--- src/rtl/siams_pkg.sv ---
// Constants and types for the synchronous DRAM command, burst and mode logic
package siams_pkg;
  localparam int ROW_W = 13;
  localparam int BANK_W = 2;
  localparam int NBANK = 4;
  localparam int ADDR_W = 12;
  localparam int COL_MAX_W = 11;
  localparam int DQ_W_DEF = 16;
  localparam int COL_W_DEF = 9;
  localparam int PRE_ALL_BIT = 10;
  localparam logic [ADDR_W-1:0] MODE_RST = 12'h000;
  localparam logic [2:0] BL_1 = 3'h0;
  localparam logic [2:0] BL_2 = 3'h1;
  localparam logic [2:0] BL_4 = 3'h2;
  localparam logic [2:0] BL_8 = 3'h3;
  localparam logic [2:0] BL_FULL = 3'h7;
  localparam logic [2:0] CL_2 = 3'h2;
  localparam logic [2:0] CL_3 = 3'h3;
  // Command codes as {ras_n, cas_n, we_n} with chip select low
  localparam logic [2:0] CMD_ACT = 3'h3;
  localparam logic [2:0] CMD_RD = 3'h5;
  localparam logic [2:0] CMD_WR = 3'h4;
  localparam logic [2:0] CMD_STOP = 3'h6;
  localparam logic [2:0] CMD_PRE = 3'h2;
  localparam logic [2:0] CMD_LMR = 3'h0;
  localparam logic [2:0] CMD_NOP = 3'h7;

  typedef struct packed {
    logic [1:0] reserved;
    logic write_burst_bit;
    logic op_mode_bit_hi;
    logic op_mode_bit_lo;
    logic [2:0] read_latency;
    logic burst_type_bit;
    logic [2:0] burst_len;
  } siams_mode_t;

  typedef struct packed {
    logic [BANK_W-1:0] bank;
    logic [ROW_W-1:0] row;
    logic [COL_MAX_W-1:0] col;
  } siams_loc_t;

  typedef enum logic [1:0] {
    ST_IDLE = 2'b00,
    ST_READ = 2'b01,
    ST_WRITE = 2'b10
  } siams_burst_t;
endpackage

--- src/rtl/siams_core.sv ---
// Synchronous DRAM device core: command decode, open rows, mode register and bursts
// Operation
// - All commands and addresses are sampled on the rising clock edge only.
// - Four banks of 8192 rows; column count follows the data width variant.
// - Row-open command takes bank from bank selects, row from thirteen address lines.
// - Read or write takes the burst start column from the address lines.
// - Mode register is undefined until loaded; loaded value is kept until reloaded.
// - Data outputs are high-impedance once the mode load command is issued.
// - Mode bits: length 0-2, type 3, latency 4-6, op mode 7-8, write burst 9.
// - Lengths 1, 2, 4, 8 for both types; full row only sequential.
// - A burst stop command ends a running burst, giving arbitrary lengths.
// - Upper column bits pick an aligned block; bursts wrap inside the block.
// - A full-row burst wraps from the row end back to its start.
// - Both operating mode bits zero give normal operation; others not programmed.
// - Write burst bit set makes every write a single-location access.
// - Burst type bit selects sequential or interleaved column order.
// - Read latency of two or three clocks to the first output data.
// - Address lines 0 to 11 carry the mode value during mode load.
`timescale 1ns/1ps
module siams_core
  import siams_pkg::*;
#(
  parameter int DQ_W = siams_pkg::DQ_W_DEF,
  parameter int COL_W = siams_pkg::COL_W_DEF
)
(
  input wire logic core_clk_i,
  input wire logic rst_i,
  input wire logic cke_i,
  input wire logic cs_n_i,
  input wire logic ras_n_i,
  input wire logic cas_n_i,
  input wire logic we_n_i,
  input wire logic bank_select_lo_i,
  input wire logic bank_select_hi_i,
  input wire logic [siams_pkg::ADDR_W-1:0] addr_i,
  input wire logic top_address_line_i,
  input wire logic dqm_i,
  input wire logic [DQ_W-1:0] dq_i,
  output logic [DQ_W-1:0] dq_o,
  output logic dq_oe_o,
  output logic arr_rd_o,
  output siams_pkg::siams_loc_t arr_loc_o,
  input wire logic [DQ_W-1:0] arr_rdata_i,
  output logic arr_wr_valid_o,
  output siams_pkg::siams_loc_t arr_wr_loc_o,
  output logic [DQ_W-1:0] arr_wr_data_o,
  input wire logic arr_wr_ready_i,
  output logic wbuf_ready_o,
  output siams_pkg::siams_mode_t mode_o,
  output logic mode_valid_o,
  output logic banks_idle_o
);
  import siams_pkg::*;

  // ****************************************
  // Command decode
  // ****************************************
  wire [2:0] cmd = {ras_n_i, cas_n_i, we_n_i};
  wire cmd_ok = cke_i && !cs_n_i;
  wire [BANK_W-1:0] bank_in = {bank_select_hi_i, bank_select_lo_i};
  wire [ROW_W-1:0] row_in = {top_address_line_i, addr_i};
  wire [COL_MAX_W:0] col_full = {1'b0, addr_i[11], addr_i[9:0]};
  wire [COL_W-1:0] col_in = col_full[COL_W-1:0];
  wire burst_cmd = cmd_ok && cmd != CMD_NOP;

  siams_mode_t mode_r;
  logic mode_valid_r;
  logic [NBANK-1:0] act_r;
  logic [ROW_W-1:0] row_r [NBANK];
  wire all_idle = ~|act_r;
  wire act_go = cmd_ok && cmd == CMD_ACT && !act_r[bank_in];
  wire pre_go = cmd_ok && cmd == CMD_PRE;
  wire mode_ok = mode_valid_r && !mode_r.op_mode_bit_hi && !mode_r.op_mode_bit_lo;
  wire rd_go = cmd_ok && cmd == CMD_RD && act_r[bank_in] && mode_ok;
  wire wr_go = cmd_ok && cmd == CMD_WR && act_r[bank_in] && mode_ok;
  wire stop_go = cmd_ok && cmd == CMD_STOP;
  wire lmr_go = cmd_ok && cmd == CMD_LMR && all_idle;

  // ****************************************
  // Open rows per bank
  // ****************************************
  genvar g;
  generate
    for (g = 0; g < NBANK; g++)
    begin : g_bank
      wire hit = bank_in == BANK_W'(g);
      always_ff @(posedge core_clk_i)
      begin
        if (rst_i)
        begin
          act_r[g] <= 1'b0;
          row_r[g] <= '0;
        end
        else if (act_go && hit)
        begin
          act_r[g] <= 1'b1;
          row_r[g] <= row_in;
        end
        else if (pre_go && (addr_i[PRE_ALL_BIT] || hit))
          act_r[g] <= 1'b0;
      end
    end
  endgenerate

  // ****************************************
  // Mode register
  // ****************************************
  // No reset pin on a real part; the reset here only gives simulation a known start
  always_ff @(posedge core_clk_i)
  begin
    if (rst_i)
    begin
      mode_r <= siams_mode_t'(MODE_RST);
      mode_valid_r <= 1'b0;
    end
    else if (lmr_go)
    begin
      mode_r <= siams_mode_t'(addr_i);
      mode_valid_r <= 1'b1;
    end
  end

  // ****************************************
  // Burst sequencer
  // ****************************************
  // Reserved length codes fall back to single beats; interleaved full row runs sequential
  wire [COL_W-1:0] len_mask =
    (mode_r.burst_len == BL_2) ? COL_W'(1) :
    (mode_r.burst_len == BL_4) ? COL_W'(3) :
    (mode_r.burst_len == BL_8) ? COL_W'(7) :
    (mode_r.burst_len == BL_FULL) ? '1 : '0;
  wire len_full = mode_r.burst_len == BL_FULL;

  siams_burst_t state_r, state_nxt;
  logic [BANK_W-1:0] bank_r, bank_nxt;
  logic [COL_W-1:0] start_r, start_nxt, cnt_r, cnt_nxt, mask_r, mask_nxt;
  logic ilv_r, ilv_nxt, full_r, full_nxt;

  always_comb
  begin
    state_nxt = state_r;
    bank_nxt = bank_r;
    start_nxt = start_r;
    cnt_nxt = cnt_r + COL_W'(1);
    mask_nxt = mask_r;
    ilv_nxt = ilv_r;
    full_nxt = full_r;
    unique case (state_r)
      ST_IDLE: cnt_nxt = cnt_r;
      ST_READ, ST_WRITE:
        if (cnt_r == mask_r && !full_r)
          state_nxt = ST_IDLE;
      default: state_nxt = ST_IDLE;
    endcase
    if (rd_go || wr_go)
    begin
      state_nxt = rd_go ? ST_READ : ST_WRITE;
      bank_nxt = bank_in;
      start_nxt = col_in;
      cnt_nxt = '0;
      mask_nxt = (wr_go && mode_r.write_burst_bit) ? '0 : len_mask;
      full_nxt = len_full && !(wr_go && mode_r.write_burst_bit);
      ilv_nxt = mode_r.burst_type_bit && !len_full;
    end
    else if (stop_go || lmr_go || (pre_go && (addr_i[PRE_ALL_BIT] || bank_in == bank_r)))
      state_nxt = ST_IDLE;
  end

  wire [COL_W-1:0] blk_base = start_nxt & ~mask_nxt;
  wire [COL_W-1:0] seq_off = start_nxt + cnt_nxt;
  wire [COL_W-1:0] ilv_off = start_nxt ^ cnt_nxt;
  wire [COL_W-1:0] beat_col = blk_base | ((ilv_nxt ? ilv_off : seq_off) & mask_nxt);
  wire siams_loc_t beat_loc = {bank_nxt, row_r[bank_nxt], COL_MAX_W'(beat_col)};

  always_ff @(posedge core_clk_i)
  begin
    if (rst_i)
    begin
      state_r <= ST_IDLE;
      bank_r <= '0;
      start_r <= '0;
      cnt_r <= '0;
      mask_r <= '0;
      ilv_r <= 1'b0;
      full_r <= 1'b0;
    end
    else
    begin
      state_r <= state_nxt;
      bank_r <= bank_nxt;
      start_r <= start_nxt;
      cnt_r <= cnt_nxt;
      mask_r <= mask_nxt;
      ilv_r <= ilv_nxt;
      full_r <= full_nxt;
    end
  end

  // ****************************************
  // Read path and output latency
  // ****************************************
  wire cl3 = mode_r.read_latency == CL_3;
  logic dqm_d_r, pipe_v_r, arr_rd_r, dq_oe_r;
  logic [DQ_W-1:0] pipe_d_r, dq_r;
  siams_loc_t arr_loc_r;
  wire rd_live = arr_rd_r && !dqm_d_r;

  always_ff @(posedge core_clk_i)
  begin
    if (rst_i)
    begin
      dqm_d_r <= 1'b1;
      arr_rd_r <= 1'b0;
      arr_loc_r <= '0;
      pipe_v_r <= 1'b0;
      pipe_d_r <= '0;
      dq_oe_r <= 1'b0;
      dq_r <= '0;
    end
    else
    begin
      dqm_d_r <= dqm_i;
      arr_rd_r <= state_nxt == ST_READ;
      arr_loc_r <= beat_loc;
      pipe_v_r <= rd_live && !lmr_go;
      pipe_d_r <= arr_rdata_i;
      dq_oe_r <= !lmr_go && (cl3 ? pipe_v_r : rd_live);
      dq_r <= cl3 ? pipe_d_r : arr_rdata_i;
    end
  end

  // ****************************************
  // Two-entry write buffer
  // ****************************************
  // The pins cannot stall, so a full buffer drops the beat; wbuf_ready_o warns ahead
  siams_loc_t wloc_r [2];
  logic [DQ_W-1:0] wdat_r [2];
  logic [1:0] wv_r;
  logic wbuf_ready_r;
  wire pop = wv_r[0] && arr_wr_ready_i;
  wire v0_left = pop ? wv_r[1] : wv_r[0];
  wire v1_left = pop ? 1'b0 : wv_r[1];
  wire push = state_nxt == ST_WRITE && !dqm_i && !v1_left;
  wire v1_nxt = v1_left || (push && v0_left);

  always_ff @(posedge core_clk_i)
  begin
    if (rst_i)
    begin
      wv_r <= 2'b00;
      wbuf_ready_r <= 1'b1;
      wloc_r[0] <= '0;
      wloc_r[1] <= '0;
      wdat_r[0] <= '0;
      wdat_r[1] <= '0;
    end
    else
    begin
      wv_r <= {v1_nxt, v0_left || push};
      wbuf_ready_r <= !v1_nxt;
      if (push && !v0_left)
      begin
        wloc_r[0] <= beat_loc;
        wdat_r[0] <= dq_i;
      end
      else if (pop)
      begin
        wloc_r[0] <= wloc_r[1];
        wdat_r[0] <= wdat_r[1];
      end
      if (push && v0_left)
      begin
        wloc_r[1] <= beat_loc;
        wdat_r[1] <= dq_i;
      end
    end
  end

  logic idle_r;
  always_ff @(posedge core_clk_i)
  begin
    if (rst_i)
      idle_r <= 1'b1;
    else
      idle_r <= all_idle;
  end

  assign dq_o = dq_r;
  assign dq_oe_o = dq_oe_r;
  assign arr_rd_o = arr_rd_r;
  assign arr_loc_o = arr_loc_r;
  assign arr_wr_valid_o = wv_r[0];
  assign arr_wr_loc_o = wloc_r[0];
  assign arr_wr_data_o = wdat_r[0];
  assign wbuf_ready_o = wbuf_ready_r;
  assign mode_o = mode_r;
  assign mode_valid_o = mode_valid_r;
  assign banks_idle_o = idle_r;

  // ****************************************
  // Checks
  // ****************************************
  chk_mode_load: assert property (@(posedge core_clk_i) disable iff (rst_i)
    lmr_go |=> (mode_r == $past(addr_i) && mode_valid_r)) else $error("mode load value wrong");
  chk_lmr_hiz: assert property (@(posedge core_clk_i) disable iff (rst_i)
    lmr_go |=> !dq_oe_o [*2]) else $error("outputs driven after mode load");
  chk_lat_two: assert property (@(posedge core_clk_i) disable iff (rst_i)
    (rd_go && !dqm_i && !cl3) ##1 !lmr_go |-> ##1 dq_oe_o) else $error("latency two missed");
  chk_lat_three: assert property (@(posedge core_clk_i) disable iff (rst_i)
    (rd_go && !dqm_i && cl3) ##1 !lmr_go |-> !dq_oe_o ##1 (!lmr_go ##1 dq_oe_o))
    else $error("latency three missed");
  chk_len_four: assert property (@(posedge core_clk_i) disable iff (rst_i)
    (rd_go && mode_r.burst_len == BL_4) ##1 !burst_cmd [*4] |-> arr_rd_o ##1 !arr_rd_o)
    else $error("burst of four has wrong length");
  chk_block_wrap: assert property (@(posedge core_clk_i) disable iff (rst_i)
    (rd_go && mode_r.burst_len == BL_4 && !mode_r.burst_type_bit && col_in[1:0] == 2'h3)
    ##1 !burst_cmd |=> (arr_loc_o.col[1:0] == 2'h0 && arr_loc_o.col[COL_W-1:2] == $past(col_in[COL_W-1:2], 2)))
    else $error("sequential burst left its block");
  chk_ilv_order: assert property (@(posedge core_clk_i) disable iff (rst_i)
    (rd_go && mode_r.burst_len == BL_8 && mode_r.burst_type_bit && col_in[2:0] == 3'h5)
    ##1 !burst_cmd |=> arr_loc_o.col[2:0] == 3'h4) else $error("interleaved order wrong");
  chk_wr_single: assert property (@(posedge core_clk_i) disable iff (rst_i)
    (wr_go && mode_r.write_burst_bit) ##1 !burst_cmd |=> state_r == ST_IDLE)
    else $error("write burst not single");
  chk_burst_stop: assert property (@(posedge core_clk_i) disable iff (rst_i)
    (stop_go && !rd_go && !wr_go) |=> (state_r == ST_IDLE && !arr_rd_o)) else $error("burst not stopped");
  chk_row_open: assert property (@(posedge core_clk_i) disable iff (rst_i)
    act_go |=> (act_r[$past(bank_in)] && row_r[$past(bank_in)] == $past(row_in)))
    else $error("row not opened");
endmodule

--- config.mk ---
export PLATFORM = sky130hd
export DESIGN_NAME = siams_core
export DESIGN_NICKNAME = d
export VERILOG_FILES = /design/src/rtl/siams_pkg.sv /design/src/rtl/siams_core.sv
export SDC_FILE = /design/constraint.sdc
export NUM_CORES = 1
export LEC_CHECK = 0
export BUFFER_PORTS_ARGS = -buffer_cell sky130_fd_sc_hd__buf_2
export CAP_MARGIN = 20
export CORE_MARGIN = 4
export CORE_UTILIZATION = 30
export CTS_CLUSTER_DIAMETER = 60
export CTS_CLUSTER_SIZE = 40
export DETAILED_ROUTE_END_ITERATION = 6
export HOLD_SLACK_MARGIN = 0.08
export PLACE_DENSITY = 0.55
export SLEW_MARGIN = 10
export SYNTH_ARGS = -nofsm -noshare
export SYNTH_HDL_FRONTEND = slang
export SYNTH_SLANG_ARGS = --single-unit
--- constraint.sdc ---
create_clock -name core_clk_i -period 6.13 [get_ports core_clk_i]
set_input_delay 0.9195 -clock core_clk_i [delete_from_list [all_inputs] [get_ports core_clk_i]]
set_output_delay 0.9195 -clock core_clk_i [all_outputs]
set_load 0.03 [all_outputs]
==> results_dict.tcl, run 1 <==
set metrics [dict create \
    vdd_drop_max_v 0.0001957 \
    yosys.area.top_type "edfxtp_1" \
    ys_ff_latch 244 \
    insertion_delay_ns 0.53 \
    place_ws_ns 1.024 \
    wl_um 25470 \
    synth_most_common_cell "edfxtp_1" \
    tns_ns 0 \
    fin_nets 1139 \
    area_growth_pct 16.28 \
    synthesis.instances 973 \
    fin_crit_sh 0.7453 \
    grt_max_degree 87 \
    max_cap_viol_count 0 \
    start_util 0.3046 \
    timing.hold.ws_ns 0.4360 \
    synth_edf_count 132 \
    final_area_mm2 0.01226 \
    drt_iter0_drc 440 \
    cts_hold_buf 0 \
    critPathMaxFanout 28 \
    status "finished, final reports clean" \
    first_pass_iters 5 \
    path_class "primary input to flip-flop" \
    num_vias 7043 \
    ant_nets 0 \
    synthDominantCellAreaShare 0.3758 \
    finalWorstSetupSlack_ns 1.561 \
    worstSetupEndpointType "flip-flop" \
    place_area_mm2 0.01147 \
    core-area_mm2 0.03463 \
    path_clk_slew_ns 0.08 \
    synth.avg_cell_area_um2 10.84 \
    dieArea_mm2 0.03822 \
    numPortBuffers 153 \
    synth_warnings 0 \
    route.detailed.drc 0 \
    viasPerCell 4.556 \
    fmax_ghz 0.2189 \
    grt_pass1_vias 6846 \
    rrSetupSlack_ns 1.73 \
    clock-sinks 244 \
    clock_skew_ns 0.01891 \
    die_width_um 195.5 \
    h-tree-depth 1 \
    cts_root_buf "clkbuf_16" \
    syn_area_mm2 0.01055 \
    cts_resized 0 \
    powerDensity_mw_per_mm2 281.1 \
    worstPathRequired_ns 6.41 \
    rsz0062_at_grt "false" \
    grt_antenna_before_repair 4 \
    fillers 3469 \
    synth_flop_cell "edfxtp_1" \
    hold_class "flip-flop to flip-flop" \
    avgRoutedWirePerCell_um 16.48 \
    grt_pass1_wl_um 39980 \
    pin_count 158 \
    cts_buffers 24 \
    period_needed_ns 4.569 \
    drive_above_1_share 0.2277 \
    synth-seq-area-share 0.5884 \
    worst_pin_slew_ns 1.012 \
    worstPathArrival_ns 4.84 \
    cts_buffer_depth 3 \
    placed_cells 1500 \
    cts_setup_buffers 0 \
    row_count 68 \
    cts_tree "built" \
    final-hold-violation-count 0 \
    async_flop_share 0 \
    synth_area_leaders "edfxtp_1 38%, dfxtp_1 21%, mux2i_1 5.4%" \
    hpwl_um 17470 \
    drv_slew 0 \
    ff_latch_area_mm2 0.006206 \
    slew_headroom 0.3112 \
    grt_util_all_layers 0.1293 \
    leakagePower_nw 5.096 \
    final-setup-viol-count 0 \
    dieHeight_um 195.5 \
    ys_types 57 \
    startpoint_type "primary input" \
    gp_congestion 0.8287 \
    stdcell_count 1546 \
    multi_input_area_mm2 0.003786 \
    gr-total-overflow 0 \
    synth_common_cells "132 x edfxtp_1, 113 x nor2_1, 112 x dfxtp_1, 104 x nand2_1, 74 x a21oi_1" \
]
## per-stage QoR
step                      utilization  power, mW
after floorplan                     -      1.944
after global placement         0.3312      2.005
after detailed placement       0.3312      2.008
after CTS                      0.3540      3.496
after global routing           0.3541      3.573
final                          0.3542      3.448
## report_power, final
part / switching [mW] / internal (mW)
combinational: 0.129 / 0.0528
sequential: 0.0152 / 1.77
clock: 0.711 / 0.768
total: 0.855 / 2.59
## cell families after synthesis
| logic type | Yosys count | share of synthesized area |
|---|---|---|
| buf+inv | 110 | 0.05824 |
| simple gates | 391 | 0.1819 |
| other cells | 1 | 0.0003555 |
| fa+ha+maj | 12 | 0.01495 |
| mux | 72 | 0.07117 |
| compound gates | 119 | 0.06513 |
| xor+xnor | 24 | 0.01993 |
| flops | 244 | 0.5884 |
## metal layers
metal  GRT usage  part of all wire  wire (um)  vias to the layer above
li1            -                 -          -                     3479
met1      0.1866              0.48      12270                     3327
met2      0.1947              0.43      10850                      197
met3     0.03537             0.073       1866                       36
met4     0.02767             0.018        466                        4
met5           0           0.00075         19                        -
## placed cells by master (no fill, tap or decap), types with 11 or more instances in the layout
cell and n:
or2_1 13, clkbuf_16 24, or2_2 11, inv_1 15
buf_4 12, xnor2_1 20, edfxtp_1 132, a21oi_1 74
mux2_2 14, nand2_1 104, mux2i_1 56, dfxtp_1 112
nor2_1 113, nor2b_1 21, nor3_1 16, ha_1 11
and2_1 71, buf_2 152, o21ai_0 15
## critical path, cell delays in order
cell and delay, ns:
buf_2 0.22, mux4_2 0.60, and3_1 0.52, nand2_1 0.19, nand2_1 0.10, ha_1 0.24, fa_1 0.42, a21o_1 0.21
a221oi_1 0.33, o21ai_0 0.31, a2111oi_0 0.44, a311oi_1 0.08, nand3b_1 0.17, o21ai_0 0.08
## registers in the layout, summed over array words and instances (netlist names), 2 cells and up
signal / flops
act_r: 4
arr_loc_o: 24
cnt_r: 9
dq_o: 16
mask_r: 9
mode_o: 12
pipe_d_r: 16
row_r: 52
start_r: 9
state_r: 2
wdat_r: 32
wloc_r: 48
wv_r: 2
## path summary, 6_finish.rpt
path,from,to,cells after the start
hold reg to reg,pipe_d_r[7],dq_o[7],2
setup reg to reg,mode_o[7],wloc_r[0][8],12
hold / removal,pipe_d_r[7],dq_o[7],2
setup / recovery,bank_select_lo_i,wloc_r[0][8],14
## area by class of cell
class / count / area share
antenna: 2 / 0.0004081
clock buffer: 25 / 0.05009
clock inverter: 19 / 0.01438
inverter: 15 / 0.004591
multi-input combinational: 622 / 0.3087
sequential: 244 / 0.5060
tap: 455 / 0.04642
timing repair buffer: 164 / 0.06937
Note: power is estimated with default switching activity, not from simulation.
==> run 2, diff against run 1 <==
==> constraint.sdc (replaced) <==
create_clock -name core_clk_i -period 4.65 [get_ports core_clk_i]
set_input_delay 0.6975 -clock core_clk_i [delete_from_list [all_inputs] [get_ports core_clk_i]]
set_output_delay 0.6975 -clock core_clk_i [all_outputs]
set_load 0.03 [all_outputs]
==> run 2 against run 1 <==
Critical path depth shrank 1. Utilization rose by 0.47 points. Final cell count increased by 0.32%. Non-clock buffer count increased by 6. Clock skew up 0.013 ns. Cell area grew 1.3%. First-iteration DRC count down 1.6%.
==> results_dict.tcl, run 2 (same netlist as run 1, synthesis figures left out) <==
set metrics [dict create \
    netSwitchingPower_mw 1.209 \
    top_usage_layer "met2" \
    worstPathRequired_ns 4.94 \
    fin_nets 1145 \
    slew_headroom 0.3742 \
    h-tree-depth 1 \
    mostFrequentLayoutCells "152 x buf_2, 132 x edfxtp_1, 113 x nor2_1" \
    core-area_mm2 0.03463 \
    first_pass_iters 4 \
    timing.hold.ws_ns 0.3998 \
    numPortBuffers 153 \
    path_clk_slew_ns 0.08 \
    vdd_drop_max_v 0.0002384 \
    cts_buffers 24 \
    viasPerCell 4.546 \
    grt_pass1_wl_um 40430 \
    p_int_mw 3.511 \
    num_vias 7051 \
    cts_buffer_depth 3 \
    finalWorstSetupSlack_ns 0.5455 \
    drive_above_1_share 0.2329 \
    area_growth_pct 17.81 \
    gp_congestion 0.8044 \
    insertion_delay_ns 0.54 \
    grt_util_all_layers 0.1298 \
    regMostFlops "row_r" \
    row_count 68 \
    leakagePower_nw 5.171 \
    place_ws_ns 0.07963 \
    grt_pass1_vias 7137 \
    fin_crit_sh 0.8827 \
    reg_top3 "row_r x52, wloc_r x48, wdat_r x32" \
    pin_count 158 \
    fmax_ghz 0.2436 \
    powerDensity_mw_per_mm2 379.9 \
    worstPathArrival_ns 4.39 \
    final-hold-violation-count 0 \
    power_frac_clock 0.450 \
    startpoint_type "primary input" \
    tns_ns 0 \
    cts_setup_buffers 0 \
    worst_pin_slew_ns 0.9336 \
    rsz0062_at_grt "false" \
    start_util 0.3046 \
    path_class "primary input to flip-flop" \
    cts_hold_buf 0 \
    final_common_cell "buf_2" \
    gr-total-overflow 0 \
    final-setup-viol-count 0 \
    wl_um 25200 \
    status "finished, final reports clean" \
    grt_antenna_before_repair 3 \
    met3_usage 0.03640 \
    die_width_um 195.5 \
    pwr-share-comb 0.051 \
    dieHeight_um 195.5 \
    grt_use_met2 0.2009 \
    grt_max_degree 64 \
    ant_nets 0 \
    cts_root_buf "clkbuf_16" \
    route.detailed.drc 0 \
    clock_skew_ns 0.03179 \
    drt_iter0_drc 433 \
    largest_reg_flops 52 \
    hpwl_um 17480 \
    p_sw_frac 0.2561 \
    fillers 3426 \
    avgRoutedWirePerCell_um 16.25 \
    period_needed_ns 4.104 \
    critPathMaxFanout 12 \
    seqPwrFrac 0.499 \
    max_cap_viol_count 0 \
    hold_class "primary input to flip-flop" \
    worstSetupEndpointType "flip-flop" \
    cts_tree "built" \
    cts_resized 0 \
    clock-sinks 244 \
    grtUsageMet1 0.1820 \
    drv_slew 0 \
    dieArea_mm2 0.03822 \
    p_total_mw 4.720 \
]
run 2: cell count changes in the layout (fill, tap and decap cells not counted), moves of 2 or more:
cell      before  now
buf_4         12   16
clkinv_8       2    4
inv_4          0    2
inv_12         1    7
buf_12         0    2
clkinv_2       5    0
run 2: worst max-delay path: stages:
cell	delay [ns]
buf_2	0.23
mux4_2	0.60
nand3_2	0.26
mux2i_1	0.28
inv_1	0.12
fa_1	0.46
a21o_1	0.20
a221oi_1	0.35
o21ai_0	0.30
a2111oi_0	0.53
a311oi_1	0.10
nand3b_1	0.17
o21ai_0	0.08
run 2: worst paths after layout:
kind,startpoint,endpoint,slack (ns),cells after the start
worst max-delay path,bank_select_lo_i,wloc_r[0][8],0.55,13
worst min-delay path,arr_rdata_i[0],pipe_d_r[0],0.40,2
worst max register to register,mode_o[7],wloc_r[0][8],0.66,13
worst min register to register,pipe_d_r[5],dq_o[5],0.44,2
run 2: routing by layer:
metal  vias to the layer above  part of all wire
met5                         -            0.0011
met4                         6             0.019
met3                        38             0.078
met2                       200              0.43
met1                      3319              0.47
li1                       3488                 -
run 2: power groups by stage:
stage,sequential [mW],clock (mW),combinational (mW)
after floorplan,2.43,0,0.131
after global placement,2.40,0,0.243
after detailed placement,2.40,0,0.245
after CTS,2.36,2.19,0.246
after global routing,2.36,2.29,0.264
final,2.35,2.13,0.241
run 2: per-stage QoR:
step | area, um^2 | utilization | cells
6_report | 12430 | 0.3588 | 1551
5_1_grt | 12420 | 0.3588 | 1550
4_1_cts | 12420 | 0.3588 | 1550
3_5_place_dp | 11540 | 0.3332 | 1506
3_3_place_gp | 11530 | 0.3330 | 1505
2_1_floorplan | 10560 | - | 976
run 2: area by class of cell:
type / instances / area [um^2] / area share
inverter: 15 / 56.30 / 0.004531
clock buffer: 24 / 600.6 / 0.04833
sequential: 244 / 6206 / 0.4994
antenna: 1 / 2.502 / 0.0002014
clock inverter: 20 / 284.0 / 0.02286
tap: 455 / 569.3 / 0.04582
multi-input combinational: 622 / 3786 / 0.3047
timing repair buffer: 170 / 920.9 / 0.07411
